**config.mk**
```make
export PLATFORM = sky130hd
export DESIGN_NAME = adcsf_top
export DESIGN_NICKNAME = d
export VERILOG_FILES = /design/src/verilog/adcsf_pkg.sv /design/src/verilog/adcsf_slot_mask.sv /design/src/verilog/adcsf_sticky.sv /design/src/verilog/adcsf_top.sv
export SDC_FILE = /design/constraint.sdc
export NUM_CORES = 1
export LEC_CHECK = 0
export BUFFER_PORTS_ARGS = -buffer_cell sky130_fd_sc_hd__buf_2
export CORE_MARGIN = 10
export CORE_UTILIZATION = 45
export DETAILED_ROUTE_END_ITERATION = 8
export PLACE_DENSITY = 0.8
export SLEW_MARGIN = 15
export SYNTH_ARGS = -nofsm -noshare
export SYNTH_HDL_FRONTEND = slang
export SYNTH_HIERARCHICAL = 1
export SYNTH_SLANG_ARGS = --single-unit
```
**constraint.sdc**
```tcl
create_clock -name clk_i -period 3.9 [get_ports clk_i]
set_input_delay 1.17 -clock clk_i [delete_from_list [all_inputs] [get_ports clk_i]]
set_output_delay 1.17 -clock clk_i [all_outputs]
set_load 0.01 [all_outputs]
```
**src/verilog/adcsf_pkg.sv**
```systemverilog
// Notes on behaviour
// - reset leaves all slot disable bits clear
// - sequential scan stops before a disabled slot
// - a disable bit blocks later slots too
// - paired scan, slot one or five leaves 0,4
// - reserved bits read zero, ignore writes
// - status flags sticky except scan active bits
// - starts ignored while scan active
// - active a tracks sequential/paired, b independent
// - done a for scans, done b converter b
// - each loop iteration sets done flag again
// - done flags clear only by writing one
// - sign change flag sets per conversion, w1c clear
// - floor checked only when floor nonzero
// - ceiling checked only when not disable value
// - summary bound flags clear when all cleared
// - slot bits latch ceiling and floor violations
// - bound status bits sticky, one clears
// - sign change bit follows slot direction select
// - sign change status bits sticky, one clears
// - disabled select never sets sign change bit
// - ready sets on store, clears on read
// - select 00 off 01 pos-neg 10 neg-pos 11 any
package adcsf_pkg;
  // ----------------------------------------
  // register indices, byte address is 4x
  // ----------------------------------------
  localparam logic [21:0] CTRL_IDX = 22'h190000;
  localparam logic [21:0] ZSEL_IDX = 22'h190003;
  localparam logic [21:0] SAMPLE_SLOT_DISABLE_IDX = 22'h190005;
  localparam logic [21:0] STATUS_IDX = 22'h190006;
  localparam logic [21:0] BOUND_IDX = 22'h190007;
  localparam logic [21:0] ZSTS_IDX = 22'h190008;
  // ----------------------------------------
  // fields and reset values
  // ----------------------------------------
  localparam int CTRL_PAR = 0;
  localparam int CTRL_PAIRED = 1;
  localparam int CTRL_UIE = 2;
  localparam int CTRL_OIE = 3;
  localparam int CTRL_ZIE = 4;
  localparam logic [4:0] CTRL_RST = 5'h02;
  localparam logic [7:0] SAMPLE_SLOT_DISABLE_RST = 8'h00;
  localparam logic [15:0] ZSEL_RST = 16'h0000;
  localparam int ST_ACT_A = 15;
  localparam int ST_ACT_B = 14;
  localparam int ST_DONE_B = 12;
  localparam int ST_DONE_A = 11;
  localparam int ST_ZC = 10;
  localparam int ST_UNDER = 9;
  localparam int ST_OVER = 8;
  localparam logic [15:0] FLOOR_OFF = 16'h0000;
  localparam logic [15:0] CEIL_OFF = 16'h7ff8;
  localparam logic [1:0] ZSEL_POS_NEG = 2'h1;
  localparam logic [1:0] ZSEL_NEG_POS = 2'h2;
  localparam logic [1:0] ZSEL_ANY = 2'h3;
  // one finished conversion from the core
  typedef struct packed {
    logic valid;
    logic [2:0] slot;
    logic [15:0] raw;
    logic [15:0] corrected;
    logic [15:0] floor;
    logic [15:0] ceiling;
  } adcsf_conv_t;
  // scan sequencer events for one converter
  typedef struct packed {
    logic start;
    logic iter_done;
    logic idle;
  } adcsf_scan_t;
endpackage

```
**src/verilog/adcsf_slot_mask.sv**
```systemverilog
`timescale 1ns/10ps
module adcsf_slot_mask
  import adcsf_pkg::*;
(
  // configuration
  input wire logic [7:0] disable_i,
  input wire logic parallel_i,
  input wire logic paired_i,
  // enabled slots
  output logic [7:0] enable_o
);
  logic [7:0] seq_en;
  logic [7:0] ind_en;
  logic [7:0] par_en;
  genvar k;
  generate
    for (k = 0; k < 8; k++) begin : g_seq
      assign seq_en[k] = ~|disable_i[k:0];
    end
    for (k = 0; k < 4; k++) begin : g_par
      assign ind_en[k] = ~|disable_i[k:0];
      assign ind_en[k+4] = ~|disable_i[k+4:4];
      assign par_en[k] = ind_en[k] & ind_en[k+4];
      assign par_en[k+4] = ind_en[k] & ind_en[k+4];
    end
  endgenerate
  always_comb begin
    if (!parallel_i) begin
      enable_o = seq_en;
    end else if (paired_i) begin
      enable_o = par_en;
    end else begin
      enable_o = ind_en;
    end
  end
endmodule

```
**src/verilog/adcsf_sticky.sv**
```systemverilog
`timescale 1ns/10ps
module adcsf_sticky
  import adcsf_pkg::*;
#(
  parameter int W = 8
) (
  // clock and reset
  input wire logic clk_i,
  input wire logic rst_i,
  // events
  input wire logic [W-1:0] set_i,
  input wire logic [W-1:0] clr_i,
  output logic [W-1:0] flag_o
);
  logic [W-1:0] flag_ff;
  // set beats a clear in the same cycle so no event is lost
  always_ff @(posedge clk_i or posedge rst_i) begin
    if (rst_i) begin
      flag_ff <= '0;
    end else begin
      flag_ff <= (flag_ff & ~clr_i) | set_i;
    end
  end
  assign flag_o = flag_ff;
endmodule

```
**src/verilog/adcsf_top.sv**
```systemverilog
`timescale 1ns/10ps
module adcsf_top
  import adcsf_pkg::*;
#(
  parameter int AW = 24
) (
  // clock and reset
  input wire logic clk_i,
  input wire logic rst_i,
  // apb slave
  input wire logic psel,
  input wire logic penable,
  input wire logic pwrite,
  input wire logic [AW-1:0] paddr,
  input wire logic [31:0] pwdata,
  output logic [31:0] prdata,
  output logic pready,
  output logic pslverr,
  // scan sequencer
  input wire adcsf_scan_t scan_a_i,
  input wire adcsf_scan_t scan_b_i,
  output logic start_grant_a_o,
  output logic start_grant_b_o,
  output logic [7:0] slot_enable_o,
  // conversion core
  input wire adcsf_conv_t conv_i,
  input wire logic [7:0] result_read_i,
  // interrupt requests
  output logic irq_done_o,
  output logic irq_zc_o,
  output logic irq_under_o,
  output logic irq_over_o
);
  // ----------------------------------------
  // state
  // ----------------------------------------
  logic [4:0] ctrl_ff;
  logic [15:0] zsel_ff;
  logic [7:0] disable_ff, prev_sign_ff, slot_en_ff, mask;
  logic act_a_ff, act_b_ff, grant_a_ff, grant_b_ff;
  logic [31:0] prdata_ff;
  logic pready_ff, pslverr_ff;
  logic irq_done_ff, irq_zc_ff, irq_under_ff, irq_over_ff;
  logic [7:0] ready_flags, under_flags, over_flags, zc_flags;
  logic [1:0] done_flags;
  // ----------------------------------------
  // bus decode
  // ----------------------------------------
  logic [21:0] idx;
  logic setup, wr, hit, indep;
  logic [7:0] slot_hot;
  logic [1:0] zsel_cur, done_set, done_clr;
  logic sign_now, sign_old, under_hit, over_hit, zc_hit;
  logic [7:0] under_set, over_set, zc_set;
  logic [7:0] under_clr, over_clr, zc_clr;
  logic [15:0] status_word;
  logic [31:0] rd_mux;

  assign idx = paddr[AW-1:2];
  assign setup = psel && !penable;
  assign wr = psel && penable && pwrite && pready_ff;
  assign hit = (idx == CTRL_IDX) || (idx == ZSEL_IDX) ||
               (idx == SAMPLE_SLOT_DISABLE_IDX) || (idx == STATUS_IDX) ||
               (idx == BOUND_IDX) || (idx == ZSTS_IDX);
  assign indep = ctrl_ff[CTRL_PAR] && !ctrl_ff[CTRL_PAIRED];

  assign status_word = {act_a_ff, act_b_ff, 1'b0, done_flags[1],
                        done_flags[0], |zc_flags, |under_flags,
                        |over_flags, ready_flags};

  always_comb begin
    rd_mux = 32'h0000_0000;
    case (idx)
      CTRL_IDX: rd_mux[4:0] = ctrl_ff;
      ZSEL_IDX: rd_mux[15:0] = zsel_ff;
      SAMPLE_SLOT_DISABLE_IDX: rd_mux[7:0] = disable_ff;
      STATUS_IDX: rd_mux[15:0] = status_word;
      BOUND_IDX: rd_mux[15:0] = {over_flags, under_flags};
      ZSTS_IDX: rd_mux[7:0] = zc_flags;
      default: rd_mux = 32'h0000_0000;
    endcase
  end

  // one wait-free access: answer prepared during setup
  always_ff @(posedge clk_i or posedge rst_i) begin
    if (rst_i) begin
      pready_ff <= 1'b0;
      pslverr_ff <= 1'b0;
      prdata_ff <= 32'h0000_0000;
    end else begin
      pready_ff <= setup;
      pslverr_ff <= setup && !hit;
      prdata_ff <= (setup && !pwrite) ? rd_mux : 32'h0000_0000;
    end
  end
  assign prdata = prdata_ff;
  assign pready = pready_ff;
  assign pslverr = pslverr_ff;

  // ----------------------------------------
  // configuration registers
  // ----------------------------------------
  // all slots enabled after reset
  always_ff @(posedge clk_i or posedge rst_i) begin
    if (rst_i) begin
      disable_ff <= SAMPLE_SLOT_DISABLE_RST;
    end else if (wr && idx == SAMPLE_SLOT_DISABLE_IDX) begin
      disable_ff <= pwdata[7:0];
    end
  end

  always_ff @(posedge clk_i or posedge rst_i) begin
    if (rst_i) begin
      ctrl_ff <= CTRL_RST;
      zsel_ff <= ZSEL_RST;
    end else begin
      if (wr && idx == CTRL_IDX) begin
        ctrl_ff <= pwdata[4:0];
      end
      if (wr && idx == ZSEL_IDX) begin
        zsel_ff <= pwdata[15:0];
      end
    end
  end

  // ----------------------------------------
  // slot gating
  // ----------------------------------------
  adcsf_slot_mask u_mask (
    .disable_i(disable_ff),
    .parallel_i(ctrl_ff[CTRL_PAR]),
    .paired_i(ctrl_ff[CTRL_PAIRED]),
    .enable_o(mask)
  );

  always_ff @(posedge clk_i or posedge rst_i) begin
    if (rst_i) begin
      slot_en_ff <= 8'hff;
    end else begin
      slot_en_ff <= mask;
    end
  end
  assign slot_enable_o = slot_en_ff;

  // ----------------------------------------
  // scan activity
  // ----------------------------------------
  // starts only honoured while idle
  always_ff @(posedge clk_i or posedge rst_i) begin
    if (rst_i) begin
      act_a_ff <= 1'b0;
      grant_a_ff <= 1'b0;
    end else begin
      grant_a_ff <= scan_a_i.start && !act_a_ff;
      if (scan_a_i.start && !act_a_ff) begin
        act_a_ff <= 1'b1;
      end else if (scan_a_i.idle) begin
        act_a_ff <= 1'b0;
      end
    end
  end

  // converter b runs on its own only in independent mode
  always_ff @(posedge clk_i or posedge rst_i) begin
    if (rst_i) begin
      act_b_ff <= 1'b0;
      grant_b_ff <= 1'b0;
    end else begin
      grant_b_ff <= indep && scan_b_i.start && !act_b_ff;
      if (indep && scan_b_i.start && !act_b_ff) begin
        act_b_ff <= 1'b1;
      end else if (scan_b_i.idle || !indep) begin
        act_b_ff <= 1'b0;
      end
    end
  end
  assign start_grant_a_o = grant_a_ff;
  assign start_grant_b_o = grant_b_ff;

  // ----------------------------------------
  // end of scan flags
  // ----------------------------------------
  // every iteration sets the flag
  assign done_set = {indep && scan_b_i.iter_done, scan_a_i.iter_done};
  assign done_clr = (wr && idx == STATUS_IDX) ?
                    pwdata[ST_DONE_B:ST_DONE_A] : 2'b00;

  adcsf_sticky #(.W(2)) u_done (
    .clk_i(clk_i),
    .rst_i(rst_i),
    .set_i(done_set),
    .clr_i(done_clr),
    .flag_o(done_flags)
  );

  // ----------------------------------------
  // per conversion checks
  // ----------------------------------------
  assign slot_hot = conv_i.valid ? (8'h01 << conv_i.slot) : 8'h00;
  assign zsel_cur = {zsel_ff[{conv_i.slot, 1'b1}],
                     zsel_ff[{conv_i.slot, 1'b0}]};
  assign sign_now = conv_i.corrected[15];
  assign sign_old = prev_sign_ff[conv_i.slot];

  assign under_hit = (conv_i.floor != FLOOR_OFF) &&
                     ($signed(conv_i.raw) < $signed(conv_i.floor));
  assign over_hit = (conv_i.ceiling != CEIL_OFF) &&
                    ($signed(conv_i.raw) > $signed(conv_i.ceiling));

  always_comb begin
    case (zsel_cur)
      ZSEL_POS_NEG: zc_hit = !sign_old && sign_now;
      ZSEL_NEG_POS: zc_hit = sign_old && !sign_now;
      ZSEL_ANY: zc_hit = sign_old != sign_now;
      default: zc_hit = 1'b0;
    endcase
  end

  // sign history kept even while detection is off
  always_ff @(posedge clk_i or posedge rst_i) begin
    if (rst_i) begin
      prev_sign_ff <= 8'h00;
    end else if (conv_i.valid) begin
      prev_sign_ff[conv_i.slot] <= sign_now;
    end
  end

  assign under_set = under_hit ? slot_hot : 8'h00;
  assign over_set = over_hit ? slot_hot : 8'h00;
  assign zc_set = zc_hit ? slot_hot : 8'h00;
  // write one to clear single bits
  assign under_clr = (wr && idx == BOUND_IDX) ? pwdata[7:0] : 8'h00;
  assign over_clr = (wr && idx == BOUND_IDX) ? pwdata[15:8] : 8'h00;
  assign zc_clr = (wr && idx == ZSTS_IDX) ? pwdata[7:0] : 8'h00;

  // summaries are the or of slot bits
  adcsf_sticky #(.W(8)) u_under (
    .clk_i(clk_i),
    .rst_i(rst_i),
    .set_i(under_set),
    .clr_i(under_clr),
    .flag_o(under_flags)
  );

  adcsf_sticky #(.W(8)) u_over (
    .clk_i(clk_i),
    .rst_i(rst_i),
    .set_i(over_set),
    .clr_i(over_clr),
    .flag_o(over_flags)
  );

  adcsf_sticky #(.W(8)) u_zc (
    .clk_i(clk_i),
    .rst_i(rst_i),
    .set_i(zc_set),
    .clr_i(zc_clr),
    .flag_o(zc_flags)
  );

  // ready sets on store, read clears
  adcsf_sticky #(.W(8)) u_ready (
    .clk_i(clk_i),
    .rst_i(rst_i),
    .set_i(slot_hot),
    .clr_i(result_read_i),
    .flag_o(ready_flags)
  );

  // ----------------------------------------
  // interrupt requests
  // ----------------------------------------
  // flag and enable, one cycle late; done request has no enable, follows done flags
  always_ff @(posedge clk_i or posedge rst_i) begin
    if (rst_i) begin
      irq_done_ff <= 1'b0;
      irq_zc_ff <= 1'b0;
      irq_under_ff <= 1'b0;
      irq_over_ff <= 1'b0;
    end else begin
      irq_done_ff <= |done_flags;
      irq_zc_ff <= (|zc_flags) && ctrl_ff[CTRL_ZIE];
      irq_under_ff <= (|under_flags) && ctrl_ff[CTRL_UIE];
      irq_over_ff <= (|over_flags) && ctrl_ff[CTRL_OIE];
    end
  end
  assign irq_done_o = irq_done_ff;
  assign irq_zc_o = irq_zc_ff;
  assign irq_under_o = irq_under_ff;
  assign irq_over_o = irq_over_ff;
endmodule
```
# Yosys cells after proc, flatten, opt, wreduce, memory -nomap -nowiden

Index checks and enable logic that the tools add are counted.

Equal/unequal tests: 11
Bitwise gates (word level): 19
Reductions and logical operators: 69
Mux-type cells: 28
Shift operators: 1
Magnitude comparators: 6

Operators with widths:

| cell                   | number |
|---|---|
| $eq A22 B21 Y1 const B | 6 |
| $mux W8                | 9 |
| $and A8 B8 Y8          | 4 |
| $not A8 Y8             | 4 |
| $or A8 B8 Y8           | 4 |
| $reduce_or A8 Y1       | 4 |
| $pmux W5 S6            | 1 |
| $logic_and A1 B1 Y1    | 25 |
| $pmux W8 S3            | 1 |
| $logic_not A1 Y1       | 21 |
| $gt A16 B16 Y1         | 1 |
| $lt A16 B16 Y1         | 1 |
| $mux W16               | 1 |
| $ne A16 B15 Y1 const B | 1 |
| $reduce_bool A16 Y1    | 1 |
| $pmux W3 S5            | 1 |
| $lt A4 B5 Y1 const B   | 2 |
| $bmux W1 S3            | 3 |
| $bwmux W8              | 1 |
| $mux W1                | 8 |
| $reduce_or A4 Y1       | 2 |
| $shl A1 B3 Y8 const A  | 1 |
| $reduce_or A7 Y1       | 1 |
| $logic_or A1 B1 Y1     | 6 |
| other kinds (17)       | 25 |

Bits in registers: 105
Logic and storage cells: 155
Input port bits: 143
Output and inout bits: 48

# Logic depth before layout (Yosys ltp)

Word-level depth: 8
Mapped depth: 10
Depth with buffers taken out: 9

# By module

The synthesis kept the hierarchy.

By module, submodules not included:

| module                    | sequential area each (sq um) | instances | area an instance (sq um) | cells each |
|---|---|---|---|---|
| adcsf_top                 | 1,788.0                      | 1         | 5,175.0                  | 545 |
| adcsf_sticky (u_over ...) | 200.2                        | 4         | 294.0                    | 25 |
| adcsf_slot_mask           | 0.0                          | 1         | 131.4                    | 18 |
| adcsf_sticky (u_done)     | 50.0                         | 1         | 76.3                     | 7 |

# Least setup slack after synthesis

No wires, ideal clock.

Kind: in2reg
From: input port conv_i[64] (netlist bit)
To: register u_zc.flag_ff[0], in the netlist u_zc/flag_o[0]
Required time: 3.782 ns
Buffers on the path: 1
Data arrival time: 2.938 ns
Setup slack: 0.844 ns
Library setup time: 0.118 ns
Stages: 9
Path through: buf_2 -> mux4_2 -> mux2i_1 -> inv_1 -> ha_1 -> mux2i_1 -> a21oi_2 -> nor2_1 -> a21o_1

Cells in the longest elaborated chain, start to end: 7
Elaborated cells on any way between the ends: 18
Those cells by class: 4 x eq/ne; 1 x shift; 9 x mux; 1 x bitwise; 3 x reduce/logical

Ends and longest elaborated chain:

| item                          | RTL line           | RTL |
|---|---|---|
| start, declared               | adcsf_top.sv:26    | `input wire adcsf_conv_t conv_i,` |
| $bmux W1 S3                   | adcsf_top.sv:203   | `assign sign_old = prev_sign_ff[conv_i.slot];` |
| $mux W1 (not written as such) | adcsf_top.sv:203   |  |
| $logic_not A1 Y1              | adcsf_top.sv:212   | `ZSEL_POS_NEG: zc_hit = !sign_old && sign_now;` |
| $logic_and A1 B1 Y1           | adcsf_top.sv:212   |  |
| $pmux W1 S3                   | adcsf_top.sv:211   | `case (zsel_cur)` |
| $mux W8 *                     | adcsf_top.sv:230   | `assign zc_set = zc_hit ? slot_hot : 8'h00;` |
| net zc_set[0]                 | adcsf_top.sv:54    | `logic [7:0] under_set, over_set, zc_set;` |
| $or A8 B8 Y8 *                | adcsf_sticky.sv:21 | `flag_ff <= (flag_ff & ~clr_i) \| set_i;` |
| end signal, assigned          | adcsf_sticky.sv:21 |  |
| end, declared                 | adcsf_sticky.sv:15 | `logic [W-1:0] flag_ff;` |

Mark *: on every way through the listed nets, which the timed path passes. The rest lies on a longest branch. The select of a mux whose other input is x is not followed.
A chain may end at the register's enable or synchronous reset.

# Worst setup path in the final report

From: input port paddr[17]
To: register u_over.flag_ff[5], in the netlist u_over/flag_o[5]

Cells in the longest elaborated chain, start to end: 6

Ends and longest elaborated chain:

| item                 | RTL line           | RTL |
|---|---|---|
| start, declared      | adcsf_top.sv:14    | `input wire logic [AW-1:0] paddr,` |
| $eq A22 B21 Y1       | adcsf_top.sv:233   | `assign over_clr = (wr && idx == BOUND_IDX) ? pwdata[15:8] : 8'h00;` |
| $logic_and A1 B1 Y1  | adcsf_top.sv:233   |  |
| $mux W8              | adcsf_top.sv:233   |  |
| net over_clr[5]      | adcsf_top.sv:55    | `logic [7:0] under_clr, over_clr, zc_clr;` |
| $not A8 Y8           | adcsf_sticky.sv:21 |  |
| $and A8 B8 Y8        | adcsf_sticky.sv:21 |  |
| $or A8 B8 Y8         | adcsf_sticky.sv:21 |  |
| end signal, assigned | adcsf_sticky.sv:21 |  |
| end, declared        | adcsf_sticky.sv:15 |  |

The timed path passes the listed nets, and every way through them passes these cells.

==> impl_metrics.yaml <==
sta:
  fin_setup_tns_ps: 0
  finalSetupViolCount: 0
  hold_viol_final: 0
  worst_pin_slew_ps: 851.2
  relSlewSlack_pct: 42.73
  min_period_ps: 3100
  skew_ps: 9.694
  setup_ws_ps: 800.0
  fmax_mhz: 322.6
  rsz0062_at_grt: "false"
  period_share_pct: 79.49
  drv_slew: 0
synthesis:
  synth_cell_types: 61
  synth.cell_area_um2: 6559
  ys_seq_area_share_pct: 40.23
  ys_ff_latch: 105
  async_flop_share_pct: 100.0
  synth_flop_cell: "dfrtp_1"
  synth_enable_flop_cells: 0
  synthCells: 670
  ys_warn_count: 6
  postSynthAreaPerCell_um2: 9.789
worst_setup_path:
  cp_data_required_time_ps: 4130
  regToRegStartpoint: "prev_sign_ff[7]"
  end_kind: "register"
  path_max_fanout: 16
  critPathKind: "in2reg"
  worst_ep_arrival_time_ps: 3330
  cp-startpoint: "paddr[17]"
  startpoint_type: "primary input"
cells_and_area:
  final_cell_mix: "141 x buf_2, 96 x dfrtp_1, 88 x inv_1"
  drive_gt1_share_pct: 29.89
  fin_cells: 999
  syn_to_final_growth_pct: 17.87
  finish.net_count: 984
  n_fill_cell: 1287
  final_common_cell: "buf_2"
global_route:
  grt_max_degree: 42
  grtUsageTotal_pct: 18.30
  grt_overflow: 0
  antenna_found_initial: 3
  grt_pass1_wl_um: 29900
  grt_pass1_vias: 5778
clock_network:
  clk_path_buf_depth: 2
  clock_sinks: 105
  path_clk_slew_ps: 70
  clock_latency_ps: 350
  post-cts-setup-buffer-count: 0
  htreeDepth: 3
  root_buffer: "clkbuf_16"
  hold_buffers: 0
  cts_resized: 0
  cts_buffers: 9
  cts_tree: "done"
routing:
  route.detailed.drc: 0
  ant_nets: 0
  drt_iter0_drc: 611
  post_drt_wl_per_cell_um: 18.57
  first_pass_iters: 5
  vias: 5590
  drt-total-wl_um: 18550
  routed_via_density: 5.596
pwr:
  leakage_nw: 4.007
  intPower_mw: 1.844
  power_switching_uw: 668.2
  power_frac_seq_pct: 48.2
  clkPwrFrac_pct: 36.7
  powerDensity_nw_per_um2: 324.9
  switching_share_pct: 26.60
  ir_drop_mv: 0.2470
  pwr-share-comb_pct: 15.1
floorplanning:
  die_x_um: 140.7
  core_um2: 14420
  die_area_um2: 19800
  pin_count: 191
  rows: 44
  initial_core_util_pct: 45.47
  chipHeight_um: 140.7
worst_hold_path:
  hold_path_class: "reg2reg"
  worstHoldStart: "u_ready/flag_o[5]"
place:
  dp.final_hpwl_um: 14680
  dp.cells: 981
  place_ws_ps: 459.5
  routabilityCongestion: 0.9115
  port_buffers: 141
job:
  drv_cap: 0
run_status:
  status: "completed"
-- cells in the mapped netlist (all sizes together) (4+ instances only) --
cell type	number	share of area [%]
nand2	34	2.0
mux2	44	8.1
a31oi	6	0.57
mux2i	19	2.9
a22oi	14	1.6
dfstp	9	3.6
or3	10	0.95
and4	4	0.53
inv	89	5.1
a21o	37	4.2
nand3	26	2.0
buf	26	2.7
dfrtp	96	37
and3	10	0.95
o21ai	17	1.3
a21oi	21	1.7
and2	22	2.1
nor4	27	3.3
nor3	4	0.31
nor2b	6	0.57
clkbuf	13	0.74
mux4	6	2.1
nor2	37	2.2
nand4	14	1.3
ha	33	6.3
-- power by group through the flow --
stage                     sequential [mW]  combinational, mW  clock (mW)
after floorplan                      1.21              0.248           0
after global placement               1.23              0.363           0
after detailed placement             1.23              0.376           0
after CTS                            1.21              0.381       0.929
after global routing                 1.22              0.426       0.970
final                                1.21              0.380       0.921
-- flip-flops by register name (all words and copies together) (netlist names), 2 cells and up --
| register | count |
|---|---|
| ctrl_ff | 5 |
| zsel_ff | 16 |
| u_over/flag_o | 8 |
| u_zc/flag_o | 8 |
| u_under/flag_o | 8 |
| prdata | 16 |
| disable_ff | 8 |
| u_ready/flag_o | 8 |
| prev_sign_ff | 8 |
| slot_enable_o | 8 |
| u_done/flag_o | 2 |
-- layer usage --
layer | vias up | routed length (um) | GRT usage (%)
met5 | - | 0 | 0
met4 | 0 | 452 | 7.120
met3 | 35 | 1341 | 4.064
met2 | 233 | 8890 | 30.12
met1 | 2704 | 7869 | 22.83
li1 | 2618 | - | -
-- worst paths after layout --
check	slack [ps]	cells past startpoint	to
max	800	8	u_over/flag_o[5]
min	480	1	u_ready/flag_o[5]
max reg2reg	1680	8	u_zc/flag_o[0]
min reg2reg	480	1	u_ready/flag_o[5]
max in group asynchronous	2180	3	slot_enable_o[0]
min in group asynchronous	750	2	u_done/flag_o[0]
-- through the flow --
step / util (%) / total power [mW] / instance area, um^2 / hold slack, ps
finish: 53.60 / 2.512 / 7731 / 480.3
global route: 53.57 / 2.614 / 7726 / 508.4
CTS: 53.57 / 2.520 / 7726 / 480.7
detailed placement: 51.50 / 1.606 / 7428 / 471.3
global placement: 51.50 / 1.589 / 7428 / 458.0
floorplan: - / 1.459 / 6615 / 422.8
-- critical path, cell delays in order --
cell and delay, ps:
buf_2 110, nor4b_1 470, nand2_1 270, nor2_2 310
and4_1 590, and2_1 200, inv_1 40, a21o_1 170
-- logic make-up after synthesis --
kind of cell,synth area share [%]
AND/OR/NAND/NOR,19.34
multiplexers,13.09
AO/OA/AOI/OAI,12.50
other,0.05718
adder cells (fa/ha/maj),6.295
buffers and inverters,8.489
flip-flops,40.23
-- layout make-up --
type	count	area [um^2]	share of cell area, %
flip-flops and latches	105	2639	34.13
clock buffers	12	246.5	3.188
repair buffers	151	793.3	10.26
diodes	2	5.005	0.06474
multi-input cells	452	3432	44.39
well taps	184	230.2	2.978
inverters	89	334.1	4.321
clock inverters	4	51.30	0.6635
(Power assumes the default switching activity.)
